**src/include/vcs_pkg.sv**
```systemverilog
// constants, field layout and types of the capture sync/output register slice
// assumes a single 25 MHz core clock and a byte-wide register space
package vcs_pkg;

  // ----------------------------------------
  // register offsets
  // ----------------------------------------
  localparam logic [7:0] ADDR_REVISION   = 8'h00;
  localparam logic [7:0] ADDR_PLL_UPPER  = 8'h01;
  localparam logic [7:0] ADDR_PLL_LOWER  = 8'h02;
  localparam logic [7:0] ADDR_SEP_LIMIT  = 8'h11;
  localparam logic [7:0] ADDR_HOLD_LEAD  = 8'h12;
  localparam logic [7:0] ADDR_HOLD_TRAIL = 8'h13;
  localparam logic [7:0] ADDR_SYNC_STAT  = 8'h14;
  localparam logic [7:0] ADDR_OUT_FORMAT = 8'h15;
  localparam logic [7:0] ADDR_FACTORY_A  = 8'h16;
  localparam logic [7:0] ADDR_FACTORY_B  = 8'h17;
  localparam logic [7:0] ADDR_READBACK_A = 8'h18;
  localparam logic [7:0] ADDR_READBACK_B = 8'h19;

  // ----------------------------------------
  // reset values
  // ----------------------------------------
  localparam logic [7:0] RST_PLL_UPPER  = 8'h69;
  localparam logic [7:0] RST_PLL_LOWER  = 8'hD0;
  localparam logic [7:0] RST_SEP_LIMIT  = 8'h20;
  localparam logic [7:0] RST_HOLD_LEAD  = 8'h00;
  localparam logic [7:0] RST_HOLD_TRAIL = 8'h00;
  localparam logic [7:0] RST_OUT_FORMAT = 8'hC6;
  localparam logic [7:0] RST_FACTORY_A  = 8'hFF;
  localparam logic [7:0] RST_FACTORY_B  = 8'h00;
  localparam logic [11:0] PLL_VALUE_MIN = 12'h001;

  // ----------------------------------------
  // field positions
  // ----------------------------------------
  localparam int OUT_DUAL = 7;
  localparam int OUT_PARALLEL = 6;
  localparam int OUT_B_FIRST = 5;
  localparam int OUT_422 = 4;
  localparam int OUT_MUX = 3;
  localparam int OUT_BW_HI = 2;
  localparam int OUT_BW_LO = 1;
  localparam int OUT_EXT_CLK = 0;
  localparam int PLL_LO_HI = 7;
  localparam int PLL_LO_LO = 4;
  // detector slots, also the status layout helpers
  localparam int SIG_HS = 0;
  localparam int SIG_SOG = 1;
  localparam int SIG_VS = 2;
  localparam int SIG_COAST = 3;
  localparam int SIG_SEP = 4;
  localparam int SIG_NUM = 5;

  // ----------------------------------------
  // timing
  // ----------------------------------------
  localparam int CORE_CLK_HZ = 25_000_000;
  localparam int SEP_CLK_HZ = 5_000_000;
  localparam int SEP_DIV = CORE_CLK_HZ / SEP_CLK_HZ;
  localparam int SEP_DIV_W = $clog2(SEP_DIV);
  localparam int DETECT_WINDOW_US = 100;
  localparam int DETECT_CYCLES = (CORE_CLK_HZ / 1_000_000) * DETECT_WINDOW_US;
  localparam int WIN_W = 16;
  localparam int LINE_W = 12;

  // ----------------------------------------
  // serial port states
  // ----------------------------------------
  typedef enum logic [8:0] {
    ST_IDLE  = 9'h001,
    ST_ADDR  = 9'h002,
    ST_AACK  = 9'h004,
    ST_PTR   = 9'h008,
    ST_PACK  = 9'h010,
    ST_WDATA = 9'h020,
    ST_WACK  = 9'h040,
    ST_RDATA = 9'h080,
    ST_RACK  = 9'h100
  } vcs_ser_state_e;

endpackage

```
**src/include/vcs_sync_if.sv**
```systemverilog
// carrier between the register slice and the sync processor
// assumes both ends run on core_clk
`timescale 1ns/1ns
`default_nettype none
interface vcs_sync_if;
  logic [7:0] sep_limit;
  logic [7:0] lead_lines;
  logic [7:0] trail_lines;
  logic [7:0] status;
  logic       pll_hold;
  modport regs (output sep_limit, output lead_lines, output trail_lines,
                input status, input pll_hold);
  modport sync (input sep_limit, input lead_lines, input trail_lines,
                output status, output pll_hold);
endinterface
`default_nettype wire

```
**src/core/vcs_regs.sv**
```systemverilog
// two-wire serial register slice of the capture device: sync and output setup
// assumes scl/sda already synchronous to core_clk; sda is open drain
//
// Summary of operation
// RQ1 - host sets power/clamp register bit zero (no such register in this slice)
// RQ2 - separator counts 5 MHz ticks to threshold
// RQ3 - host picks threshold above widest pulse
// RQ4 - hold starts lead lines before frame sync
// RQ5 - hold lasts trail lines after frame sync
// RQ6 - status bits 7:5 line sync info
// RQ7 - status bits 4:2 frame sync info
// RQ8 - status bits 1:0 green sync, hold polarity
// RQ9 - bit 7 single or dual channel
// RQ10 - bit 6 interleaved or parallel output
// RQ11 - bit 5 picks port of first byte
// RQ12 - bit 4 selects 4:4:4 or 4:2:2
// RQ13 - bit 3 drives input multiplexer
// RQ14 - bits 2:1 select analog bandwidth
// RQ15 - bit 0 bypasses pll, external clock
// RQ16 - host writes 11111110 to first factory register
// RQ17 - host leaves second factory register alone
// RQ18 - offset zero returns silicon revision
// RQ19 - twelve-bit divide value, ratio value plus one
// RQ20 - divide ratios two through 4096 supported
// RQ21 - divide value powers up at 1693
// RQ22 - ratio transfers only on lower register write
// RQ23 - writes to read-only registers ignored
// RQ24 - status captured stable for host reads
`timescale 1ns/1ns
`default_nettype none
module vcs_regs #(
  parameter logic [6:0]  DEV_ADDR      = 7'h4C,
  parameter logic [7:0]  REVISION      = 8'h5A,
  parameter int unsigned DETECT_CYCLES = vcs_pkg::DETECT_CYCLES
) (
  input  wire logic  core_clk,
  input  wire logic  rst_n,
  input  wire logic  scl_i,
  input  wire logic  sda_i,
  output logic       sda_o,
  output logic       sda_oe,
  input  wire logic  hsync_pin,
  input  wire logic  sog_pin,
  input  wire logic  vsync_pin,
  input  wire logic  coast_pin,
  output logic       dual_channel,
  output logic       parallel_mode,
  output logic       port_b_first,
  output logic       fmt_422,
  output logic       input_mux_sel,
  output logic [1:0] bandwidth_sel,
  output logic       pll_bypass,
  output logic [11:0] pll_divide_value,
  output logic [12:0] pll_divide_ratio,
  output logic       pll_load,
  output logic       pll_hold
);
  // revision value is arbitrary
  vcs_pkg::vcs_ser_state_e st_q;
  logic scl_q, scl_qq, sda_q, sda_qq;
  logic scl_rise, scl_fall, start_det, stop_det;
  logic [3:0] bit_q;
  logic [7:0] rx_q, tx_q, ptr_q;
  logic rw_q, nack_q, oe_q, zero_q, wr_stb_q;
  logic [7:0] pll_up_q, pll_lo_q, sep_limit_q, lead_q, trail_q;
  logic [7:0] fmt_q, fact_a_q, fact_b_q;
  logic [11:0] pll_val_q;
  logic [12:0] ratio_q;
  logic load_q;
  logic [7:0] rd_byte;
  vcs_sync_if sif ();
  localparam logic [11:0] RST_VALUE = {vcs_pkg::RST_PLL_UPPER, vcs_pkg::RST_PLL_LOWER[7:4]};
  localparam logic [12:0] RST_RATIO = {1'b0, RST_VALUE} + 13'h0001;

  // ----------------------------------------
  // functions
  // ----------------------------------------
  function automatic logic [12:0] div_ratio(input logic [11:0] val);
    logic [11:0] v;
    v = (val < vcs_pkg::PLL_VALUE_MIN) ? vcs_pkg::PLL_VALUE_MIN : val;
    return {1'b0, v} + 13'h0001;
  endfunction

  function automatic logic [7:0] rd_mux(input logic [7:0] a, input logic [7:0] stat);
    case (a)
      vcs_pkg::ADDR_REVISION:   rd_mux = REVISION;
      vcs_pkg::ADDR_PLL_UPPER:  rd_mux = pll_up_q;
      vcs_pkg::ADDR_PLL_LOWER:  rd_mux = pll_lo_q;
      vcs_pkg::ADDR_SEP_LIMIT:  rd_mux = sep_limit_q;
      vcs_pkg::ADDR_HOLD_LEAD:  rd_mux = lead_q;
      vcs_pkg::ADDR_HOLD_TRAIL: rd_mux = trail_q;
      vcs_pkg::ADDR_SYNC_STAT:  rd_mux = stat;
      vcs_pkg::ADDR_OUT_FORMAT: rd_mux = fmt_q;
      vcs_pkg::ADDR_FACTORY_A:  rd_mux = fact_a_q;
      vcs_pkg::ADDR_FACTORY_B:  rd_mux = fact_b_q;
      default:                  rd_mux = 8'h00;
    endcase
  endfunction

  always_comb rd_byte = rd_mux(ptr_q, sif.status);

  // ----------------------------------------
  // serial line sampling
  // ----------------------------------------
  // pins are synchronous already; the extra stage only gives edges
  always_ff @(posedge core_clk or negedge rst_n) begin
    if (!rst_n) begin
      scl_q <= 1'b1;
      scl_qq <= 1'b1;
      sda_q <= 1'b1;
      sda_qq <= 1'b1;
    end else begin
      scl_q <= scl_i;
      scl_qq <= scl_q;
      sda_q <= sda_i;
      sda_qq <= sda_q;
    end
  end
  assign scl_rise = scl_q & ~scl_qq;
  assign scl_fall = ~scl_q & scl_qq;
  assign start_det = scl_q & scl_qq & ~sda_q & sda_qq;
  assign stop_det = scl_q & scl_qq & sda_q & ~sda_qq;

  // ----------------------------------------
  // serial state machine
  // ----------------------------------------
  always_ff @(posedge core_clk or negedge rst_n) begin
    if (!rst_n) begin
      st_q <= vcs_pkg::ST_IDLE;
      bit_q <= '0;
      rx_q <= '0;
      tx_q <= '0;
      ptr_q <= '0;
      rw_q <= 1'b0;
      nack_q <= 1'b0;
      oe_q <= 1'b0;
      wr_stb_q <= 1'b0;
    end else begin
      wr_stb_q <= 1'b0;
      if (start_det) begin
        st_q <= vcs_pkg::ST_ADDR;
        bit_q <= '0;
        oe_q <= 1'b0;
      end else if (stop_det) begin
        st_q <= vcs_pkg::ST_IDLE;
        oe_q <= 1'b0;
      end else begin
        if (scl_rise && (bit_q != 4'h8)) begin
          rx_q <= {rx_q[6:0], sda_q};
          bit_q <= bit_q + 1'b1;
        end
        case (st_q)
          vcs_pkg::ST_IDLE: begin
            oe_q <= 1'b0;
          end
          vcs_pkg::ST_ADDR: begin
            if (scl_fall && bit_q == 4'h8) begin
              if (rx_q[7:1] == DEV_ADDR) begin
                rw_q <= rx_q[0];
                oe_q <= 1'b1;
                st_q <= vcs_pkg::ST_AACK;
              end else begin
                st_q <= vcs_pkg::ST_IDLE;
              end
            end
          end
          vcs_pkg::ST_AACK: begin
            if (scl_fall) begin
              bit_q <= '0;
              if (rw_q) begin
                // RQ24 status snapshot at byte load
                tx_q <= rd_byte;
                oe_q <= ~rd_byte[7];
                st_q <= vcs_pkg::ST_RDATA;
              end else begin
                oe_q <= 1'b0;
                st_q <= vcs_pkg::ST_PTR;
              end
            end
          end
          vcs_pkg::ST_PTR: begin
            if (scl_fall && bit_q == 4'h8) begin
              ptr_q <= rx_q;
              oe_q <= 1'b1;
              st_q <= vcs_pkg::ST_PACK;
            end
          end
          vcs_pkg::ST_PACK, vcs_pkg::ST_WACK: begin
            if (scl_fall) begin
              oe_q <= 1'b0;
              bit_q <= '0;
              if (st_q == vcs_pkg::ST_WACK) ptr_q <= ptr_q + 1'b1;
              st_q <= vcs_pkg::ST_WDATA;
            end
          end
          vcs_pkg::ST_WDATA: begin
            if (scl_fall && bit_q == 4'h8) begin
              wr_stb_q <= 1'b1;
              oe_q <= 1'b1;
              st_q <= vcs_pkg::ST_WACK;
            end
          end
          vcs_pkg::ST_RDATA: begin
            if (scl_fall) begin
              // bit count comes from the rising-edge shifter only
              if (bit_q == 4'h8) begin
                oe_q <= 1'b0;
                ptr_q <= ptr_q + 1'b1;
                st_q <= vcs_pkg::ST_RACK;
              end else begin
                tx_q <= {tx_q[6:0], 1'b0};
                oe_q <= ~tx_q[6];
              end
            end
          end
          vcs_pkg::ST_RACK: begin
            if (scl_rise) nack_q <= sda_q;
            if (scl_fall) begin
              if (nack_q) begin
                st_q <= vcs_pkg::ST_IDLE;
              end else begin
                bit_q <= '0;
                tx_q <= rd_byte;
                oe_q <= ~rd_byte[7];
                st_q <= vcs_pkg::ST_RDATA;
              end
            end
          end
          default: begin
            st_q <= vcs_pkg::ST_IDLE;
            oe_q <= 1'b0;
          end
        endcase
      end
    end
  end

  // open drain: the line is only ever pulled low
  always_ff @(posedge core_clk or negedge rst_n) begin
    if (!rst_n) zero_q <= 1'b0;
    else zero_q <= 1'b0;
  end

  // ----------------------------------------
  // register writes
  // ----------------------------------------
  // RQ23 read-only offsets fall to default
  always_ff @(posedge core_clk or negedge rst_n) begin
    if (!rst_n) begin
      pll_up_q <= vcs_pkg::RST_PLL_UPPER;
      pll_lo_q <= vcs_pkg::RST_PLL_LOWER;
      sep_limit_q <= vcs_pkg::RST_SEP_LIMIT;
      lead_q <= vcs_pkg::RST_HOLD_LEAD;
      trail_q <= vcs_pkg::RST_HOLD_TRAIL;
      fmt_q <= vcs_pkg::RST_OUT_FORMAT;
      fact_a_q <= vcs_pkg::RST_FACTORY_A;
      fact_b_q <= vcs_pkg::RST_FACTORY_B;
    end else if (wr_stb_q) begin
      case (ptr_q)
        vcs_pkg::ADDR_PLL_UPPER:  pll_up_q <= rx_q;
        vcs_pkg::ADDR_PLL_LOWER:  pll_lo_q <= rx_q;
        vcs_pkg::ADDR_SEP_LIMIT:  sep_limit_q <= rx_q;
        vcs_pkg::ADDR_HOLD_LEAD:  lead_q <= rx_q;
        vcs_pkg::ADDR_HOLD_TRAIL: trail_q <= rx_q;
        vcs_pkg::ADDR_OUT_FORMAT: fmt_q <= rx_q;
        vcs_pkg::ADDR_FACTORY_A:  fact_a_q <= rx_q;
        vcs_pkg::ADDR_FACTORY_B:  fact_b_q <= rx_q;
        default: ;
      endcase
    end
  end

  // ----------------------------------------
  // pll divider transfer
  // ----------------------------------------
  // RQ21 RQ22 update only on lower write
  always_ff @(posedge core_clk or negedge rst_n) begin
    if (!rst_n) begin
      pll_val_q <= RST_VALUE;
      ratio_q <= RST_RATIO;
      load_q <= 1'b0;
    end else begin
      load_q <= 1'b0;
      if (wr_stb_q && ptr_q == vcs_pkg::ADDR_PLL_LOWER) begin
        // RQ19 RQ20 ratio value plus one, floored
        pll_val_q <= {pll_up_q, rx_q[vcs_pkg::PLL_LO_HI:vcs_pkg::PLL_LO_LO]};
        ratio_q <= div_ratio({pll_up_q, rx_q[vcs_pkg::PLL_LO_HI:vcs_pkg::PLL_LO_LO]});
        load_q <= 1'b1;
      end
    end
  end

  // ----------------------------------------
  // sync processor and outputs
  // ----------------------------------------
  assign sif.sep_limit = sep_limit_q;
  assign sif.lead_lines = lead_q;
  assign sif.trail_lines = trail_q;

  vcs_sync #(
    .DETECT_CYCLES (DETECT_CYCLES)
  ) u_sync (
    .core_clk  (core_clk),
    .rst_n     (rst_n),
    .hsync_pin (hsync_pin),
    .sog_pin   (sog_pin),
    .vsync_pin (vsync_pin),
    .coast_pin (coast_pin),
    .sif       (sif.sync)
  );

  assign sda_o = zero_q;
  assign sda_oe = oe_q;
  // RQ9 RQ10 RQ11 RQ12 format bits
  assign dual_channel = fmt_q[vcs_pkg::OUT_DUAL];
  assign parallel_mode = fmt_q[vcs_pkg::OUT_PARALLEL];
  assign port_b_first = fmt_q[vcs_pkg::OUT_B_FIRST];
  assign fmt_422 = fmt_q[vcs_pkg::OUT_422];
  // RQ13 RQ14 RQ15 mux, bandwidth, clock
  assign input_mux_sel = fmt_q[vcs_pkg::OUT_MUX];
  assign bandwidth_sel = fmt_q[vcs_pkg::OUT_BW_HI:vcs_pkg::OUT_BW_LO];
  assign pll_bypass = fmt_q[vcs_pkg::OUT_EXT_CLK];
  assign pll_divide_value = pll_val_q;
  assign pll_divide_ratio = ratio_q;
  assign pll_load = load_q;
  assign pll_hold = sif.pll_hold;
endmodule
`default_nettype wire

```
**src/core/vcs_sync.sv**
```systemverilog
// sync separator, presence/polarity detectors and pll hold window
// assumes sync pins already synchronous to core_clk
`timescale 1ns/1ns
`default_nettype none
module vcs_sync #(
  parameter int unsigned DETECT_CYCLES = vcs_pkg::DETECT_CYCLES
) (
  input  wire logic  core_clk,
  input  wire logic  rst_n,
  input  wire logic  hsync_pin,
  input  wire logic  sog_pin,
  input  wire logic  vsync_pin,
  input  wire logic  coast_pin,
  vcs_sync_if.sync   sif
);
  localparam int NS = vcs_pkg::SIG_NUM;
  localparam int WW = vcs_pkg::WIN_W;
  localparam int LW = vcs_pkg::LINE_W;
  localparam int DW = vcs_pkg::SEP_DIV_W;
  localparam logic [DW-1:0] DIV_LAST = DW'(vcs_pkg::SEP_DIV - 1);
  logic [vcs_pkg::SEP_DIV_W-1:0] div_q;
  logic tick_q, sep_q, line_act_q, frame_act_q, hold_q;
  logic [7:0] sep_cnt_q, trail_q;
  logic [WW-1:0] win_q;
  logic [WW-1:0] hi_q [NS];
  logic [NS-1:0] raw, raw_q, seen_q, pres_q, pol_q;
  logic [LW-1:0] lines_q, prev_q;
  logic [7:0] stat_q;
  logic line_act, frame_act, line_rise, frame_rise, lead_on, win_end;

  // ----------------------------------------
  // 5 MHz enable and detectors
  // ----------------------------------------
  always_ff @(posedge core_clk or negedge rst_n) begin
    if (!rst_n) begin
      div_q <= '0;
      tick_q <= 1'b0;
    end else begin
      tick_q <= (div_q == DIV_LAST);
      div_q <= (div_q == DIV_LAST) ? '0 : div_q + 1'b1;
    end
  end
  assign raw = {sep_q, coast_pin, vsync_pin, sog_pin, hsync_pin};
  assign win_end = (win_q == WW'(DETECT_CYCLES - 1));
  // active high when the high phase is the short one
  always_ff @(posedge core_clk or negedge rst_n) begin
    if (!rst_n) begin
      win_q <= '0;
      raw_q <= '0;
      seen_q <= '0;
      pres_q <= '0;
      pol_q <= '0;
      for (int i = 0; i < NS; i++) hi_q[i] <= '0;
    end else begin
      raw_q <= raw;
      win_q <= win_end ? '0 : win_q + 1'b1;
      for (int i = 0; i < NS; i++) begin
        if (win_end) begin
          pres_q[i] <= seen_q[i] | (raw[i] ^ raw_q[i]);
          pol_q[i] <= (hi_q[i] < WW'(DETECT_CYCLES / 2));
          seen_q[i] <= 1'b0;
          hi_q[i] <= '0;
        end else begin
          seen_q[i] <= seen_q[i] | (raw[i] ^ raw_q[i]);
          hi_q[i] <= hi_q[i] + WW'(raw[i]);
        end
      end
    end
  end

  // ----------------------------------------
  // separator and hold window
  // ----------------------------------------
  assign line_act = (pres_q[vcs_pkg::SIG_HS] ? hsync_pin : sog_pin)
    ~^ (pres_q[vcs_pkg::SIG_HS] ? pol_q[vcs_pkg::SIG_HS] : pol_q[vcs_pkg::SIG_SOG]);
  assign frame_act = pres_q[vcs_pkg::SIG_VS]
    ? (vsync_pin ~^ pol_q[vcs_pkg::SIG_VS]) : sep_q;
  assign line_rise = line_act & ~line_act_q;
  assign frame_rise = frame_act & ~frame_act_q;
  // no lead window until a frame sync has stored a nonzero line count
  assign lead_on = (sif.lead_lines != 8'h00) && (prev_q != '0)
    && (lines_q + LW'(sif.lead_lines) >= prev_q);
  // RQ2 threshold count at 5 MHz
  always_ff @(posedge core_clk or negedge rst_n) begin
    if (!rst_n) begin
      sep_q <= 1'b0;
      sep_cnt_q <= '0;
    end else if (tick_q) begin
      if (line_act == sep_q) begin
        sep_cnt_q <= '0;
      end else if (sep_cnt_q == sif.sep_limit) begin
        sep_q <= line_act;
        sep_cnt_q <= '0;
      end else begin
        sep_cnt_q <= sep_cnt_q + 1'b1;
      end
    end
  end
  // RQ4 RQ5 lead and trail lines
  always_ff @(posedge core_clk or negedge rst_n) begin
    if (!rst_n) begin
      line_act_q <= 1'b0;
      frame_act_q <= 1'b0;
      lines_q <= '0;
      prev_q <= '0;
      trail_q <= '0;
      hold_q <= 1'b0;
    end else begin
      line_act_q <= line_act;
      frame_act_q <= frame_act;
      hold_q <= lead_on | (trail_q != 8'h00);
      if (frame_rise) begin
        prev_q <= lines_q;
        lines_q <= '0;
        trail_q <= sif.trail_lines;
      end else if (line_rise) begin
        lines_q <= lines_q + 1'b1;
        if (trail_q != 8'h00) trail_q <= trail_q - 1'b1;
      end
    end
  end
  // RQ6 RQ7 RQ8 status byte
  always_ff @(posedge core_clk or negedge rst_n) begin
    if (!rst_n) stat_q <= '0;
    else stat_q <= {pres_q[vcs_pkg::SIG_HS] | pres_q[vcs_pkg::SIG_SOG],
                    ~pres_q[vcs_pkg::SIG_HS] & pres_q[vcs_pkg::SIG_SOG],
                    pres_q[vcs_pkg::SIG_HS] ? pol_q[vcs_pkg::SIG_HS] : pol_q[vcs_pkg::SIG_SOG],
                    pres_q[vcs_pkg::SIG_VS] | pres_q[vcs_pkg::SIG_SEP],
                    ~pres_q[vcs_pkg::SIG_VS],
                    ~(pres_q[vcs_pkg::SIG_VS] ? pol_q[vcs_pkg::SIG_VS] : pol_q[vcs_pkg::SIG_SEP]),
                    pres_q[vcs_pkg::SIG_SOG], pol_q[vcs_pkg::SIG_COAST]};
  end
  assign sif.status = stat_q;
  assign sif.pll_hold = hold_q;
endmodule
`default_nettype wire

```
**config.mk**
```make
export PLATFORM = sky130hd
export DESIGN_NAME = vcs_regs
export DESIGN_NICKNAME = d
export VERILOG_FILES = /design/src/include/vcs_pkg.sv /design/src/include/vcs_sync_if.sv /design/src/core/vcs_regs.sv /design/src/core/vcs_sync.sv
export SDC_FILE = /design/constraint.sdc
export NUM_CORES = 1
export LEC_CHECK = 0
export BUFFER_PORTS_ARGS = -buffer_cell sky130_fd_sc_hd__buf_4
export CORE_UTILIZATION = 35
export DETAILED_ROUTE_END_ITERATION = 10
export PLACE_DENSITY = 0.6
export SETUP_SLACK_MARGIN = 0.02
export SLEW_MARGIN = 40
export SYNTH_ARGS = -nofsm -noshare
export SYNTH_HDL_FRONTEND = slang
export SYNTH_SLANG_ARGS = --single-unit
```
**constraint.sdc**
```tcl
create_clock -name core_clk -period 4.3 [get_ports core_clk]
set_input_delay 0.645 -clock core_clk [delete_from_list [all_inputs] [get_ports core_clk]]
set_output_delay 0.645 -clock core_clk [all_outputs]
set_load 0.1 [all_outputs]
```
==> metrics.md <==
| Metric | Value |
|---|---|
| Starting Density | between 30% and 40% |
| Layout cells sized above 1 | about 17% |
| Pre-antenna DRT Iters | 5 |
| Die area | roughly 0.044 mm² |
| Pwr dens | 438 mW/mm² |
| Cells after Synth | roughly 1500 |
| Num CTS Buffers | 35 |
| CTS max path bufs | 3 |
| Maximum VDD drop | roughly 290 µV |
| Min cycle time layout | ~3.5 ns |
| Net switching power | 2030 µW |
| Reg power frac | 46.1% |
| Crit Path Max Fanout | 5 |
| CP Launch Type | flop |
| Async SR Flop Fraction | 100% |
| GPL Wtd Cong | 0.847 |
| Sequential-to-total area share from yosys stat | approximately 50% |
| Vias in the first global route | 10800 |
| CTS tree | done |
| Leading cell type in the layout, fill and taps excluded | dfrtp_1 |
| Clock Skew | around 0.025 ns |
| Avg Vias per Cell | roughly 5.2 |
| Critical path class | reg -> reg |
| Initial DRC count | ~500 |
| R2r worst-path depth | 13 |
| Most frequent cells in the layout | dfrtp_1 (260), nor2_1 (141), nand2_1 (140) |
| Diodes inserted | 0 |
| IO Count | 45 |
| R2R Setup Slk | approximately 0.75 ns |
| CTS root buf | clkbuf_16 |
| Antenna violations before repair | 0 |
| Synthesis warning total | 0 |
| All-Layer GR Usage | 15.5% |
| Area Overhead vs Synth | 13.7% |
| Setup slack after layout | roughly 0.75 ns |
| PortBufs | 43 |
| Clock latency on the worst-skew pair | around 0.53 ns |
| # setup viols final | 0 |
| CTS H-tree lvls | 2 |
| Yosys cell types | 73 |
| Detail Route Antenna Nets | 0 |
| Inst Count DP | 1992 |
| Power, Total | around 7500 µW |
| Worst Max-Slew Pin Slew | 0.765 ns |
| Vias | 10600 |
| Slew margin rel. | roughly 50% |
| Fillers | between 4000 and 5000 |
| Yosys reg bits | 299 |
| Status | finished clean |
| Dpl hpwl | 22300 µm |
| Maximum clock rate | between 200 and 300 MHz |
| Comb power frac | 12.2% |
| Die extent in x | about 210 µm |
| Routed len/inst | between 15 and 20 µm |
| Critical path launch point | u_sync.lines_q[0] |
| Main synth FF type | dfrtp_1 |
| Core Area | ~0.042 mm² |
| CP Data Arrival Time | around 4 ns |
| Setup TNS Final | 0 ns |
| Final Hold Viols | 0 |
| FF-to-FF End | u_sync.sif.pll_hold |
| Max-capacitance violation count | 0 |
| Global route overflow | 0 |
| Row count | 75 |
| P_leak | 0.00757 µW |
| Clock-pin slew on the worst setup and hold paths | ~0.06 ns |
| Syn Area/Cell | a little over 10 µm² |
| WL final | 33200 µm |
| Final Cycle Share | between 80% and 90% |
| Post-cts repair resize count | 0 |
| CTS Sinks | 299 |
| Slew Limit Fails | 0 |
| Final net count | about 1500 |
| Post-synth EDFFs | 0 |
| Post-Syn Nets | around 1500 |
| Worst setup path endpoint | u_sync.sif.pll_hold |
| Non-filler instance count after layout | between 2000 and 2500 |
| First-pass GRT wire length | about 56000 µm |
| Worst min-delay path category | in -> reg |
| Req. time, crit path | between 4 and 5 ns |
| Clk pwr share | a little over two fifths |
| R2r startpoint | u_sync.lines_q[0] |
| Dpl ws | just under 0.8 ns |
| Largest net degree at the start of global routing | 103 |
| Die height | ~210 µm |
| Netlist Area Pre-Place | 0.0150 mm² |
| Critical hold path startpoint | sda_i |
| DRC | 0 |
| Crit. End Element | flop |
| Sw Ratio | around 27% |
| RSZ-0062 raised after global routing | false |
| Pint | between 5000 and 6000 µW |
area by class of cell:
type	count	area [µm²]	share of cell area, %
clock inverter	11	203	1.19
tap	539	674	3.95
multi-input combinational	1056	6990	41.0
inverter	46	173	1.01
timing repair buffer	54	473	2.77
sequential	299	7530	44.1
clock buffer	51	1020	5.96
per-layer routing:
layer  track usage [%]  wire (µm)
met2              25.5      15800
met5                 0          0
met3              2.69       1460
met4              5.68        956
met1              20.4      15000
worst min path at each step:
stage | to | slack, ns | depth (start not counted)
3_3_place_gp | u_sync.sif.status[0] | 0.37 | 0
6_report | sda_q | 0.23 | 1
4_1_cts | st_q[5] | 0.21 | 1
5_1_grt | scl_q | 0.22 | 1
2_1_floorplan | bit_q[0] | 0.35 | 0
3_5_place_dp | u_sync.sif.status[0] | 0.37 | 0
worst max-delay path, cell delays in order (launching register included):
cell and delay [ns]:
dfrtp_1 0.44, ha_1 0.24, fa_1 0.41, a21o_1 0.17, a21oi_1 0.21, nor2b_1 0.09, o311ai_0 0.48, a21boi_0 0.26
ha_1 0.27, a21o_1 0.18, a211oi_1 0.29, o211ai_1 0.14, a21oi_1 0.14, o21ai_0 0.10
kinds of logic after synthesis:
group	Yosys count	synth area share (%)
AND/OR/NAND/NOR	548	18.1
AO/OA/AOI/OAI	235	9.76
XOR/XNOR	124	7.24
buffers and inverters	122	3.34
adder cells (fa/ha/maj)	44	3.72
flip-flops	299	50.2
other	1	0.0250
multiplexers	104	7.69
metrics by stage:
| step | util (%) | cell area [µm²] | hold WS [ns] |
|---|---|---|---|
| 3_3_place_gp | 37.4 | 15800 | 0.365 |
| 5_1_grt | 40.5 | 17100 | 0.218 |
| 4_1_cts | 40.4 | 17000 | 0.207 |
| 3_5_place_dp | 37.5 | 15800 | 0.373 |
| 6_report | 40.5 | 17100 | 0.230 |
| 2_1_floorplan | - | 15000 | 0.349 |
sequential cells by signal, indices dropped and copies added (netlist names), 9 cells and up:
signal            count
st_q                  9
u_sync.hi_q          80
u_sync.lines_q       12
u_sync.win_q         16
u_sync.prev_q        12
pll_divide_value      9
pll_divide_ratio     13
repair_timing:
action                     4_1_cts  5_1_grt
hold endpoints to repair         0       14
setup endpoints to repair        0        0
hold buffers                     0        1
setup buffers                    0        0
synth_stat cells, drive strengths merged, types with 4 or more instances:
cell | count | area share, %
and4 | 4 | 0.23
dfstp | 36 | 6.3
xor2 | 66 | 3.9
nor2b | 21 | 0.88
a22oi | 4 | 0.20
and3 | 34 | 1.4
or2 | 6 | 0.25
o2bb2ai | 4 | 0.23
nand2b | 7 | 0.29
a222oi | 4 | 0.27
ha | 43 | 3.6
nor2 | 142 | 3.6
a22o | 5 | 0.29
o31ai | 12 | 0.69
a21o | 6 | 0.30
a31o | 4 | 0.23
o21ai | 84 | 2.8
nor4 | 22 | 1.1
or4 | 9 | 0.48
nor4b | 5 | 0.29
nand2 | 140 | 3.5
xnor2 | 58 | 3.4
clkbuf | 57 | 1.4
a211oi | 5 | 0.25
nor3b | 4 | 0.20
mux2 | 87 | 6.5
dfrtp | 263 | 44
nand3 | 62 | 2.1
and2 | 5 | 0.21
mux2i | 17 | 1.2
buf | 19 | 0.76
a21oi | 67 | 2.2
inv | 46 | 1.2
or3 | 25 | 1.1
nand4b | 4 | 0.23
nor3 | 28 | 0.93
o21a | 5 | 0.25
o22ai | 6 | 0.25
nand4 | 24 | 1.0
power groups by stage:
stage          clock (µW)  combinational, µW  sequential (µW)
6_report             3130                909             3440
2_1_floorplan           0                746             3350
3_5_place_dp            0                906             3490
4_1_cts              3210                916             3440
5_1_grt              3320               1040             3490
3_3_place_gp            0                885             3480
(Power assumes the default switching activity.)
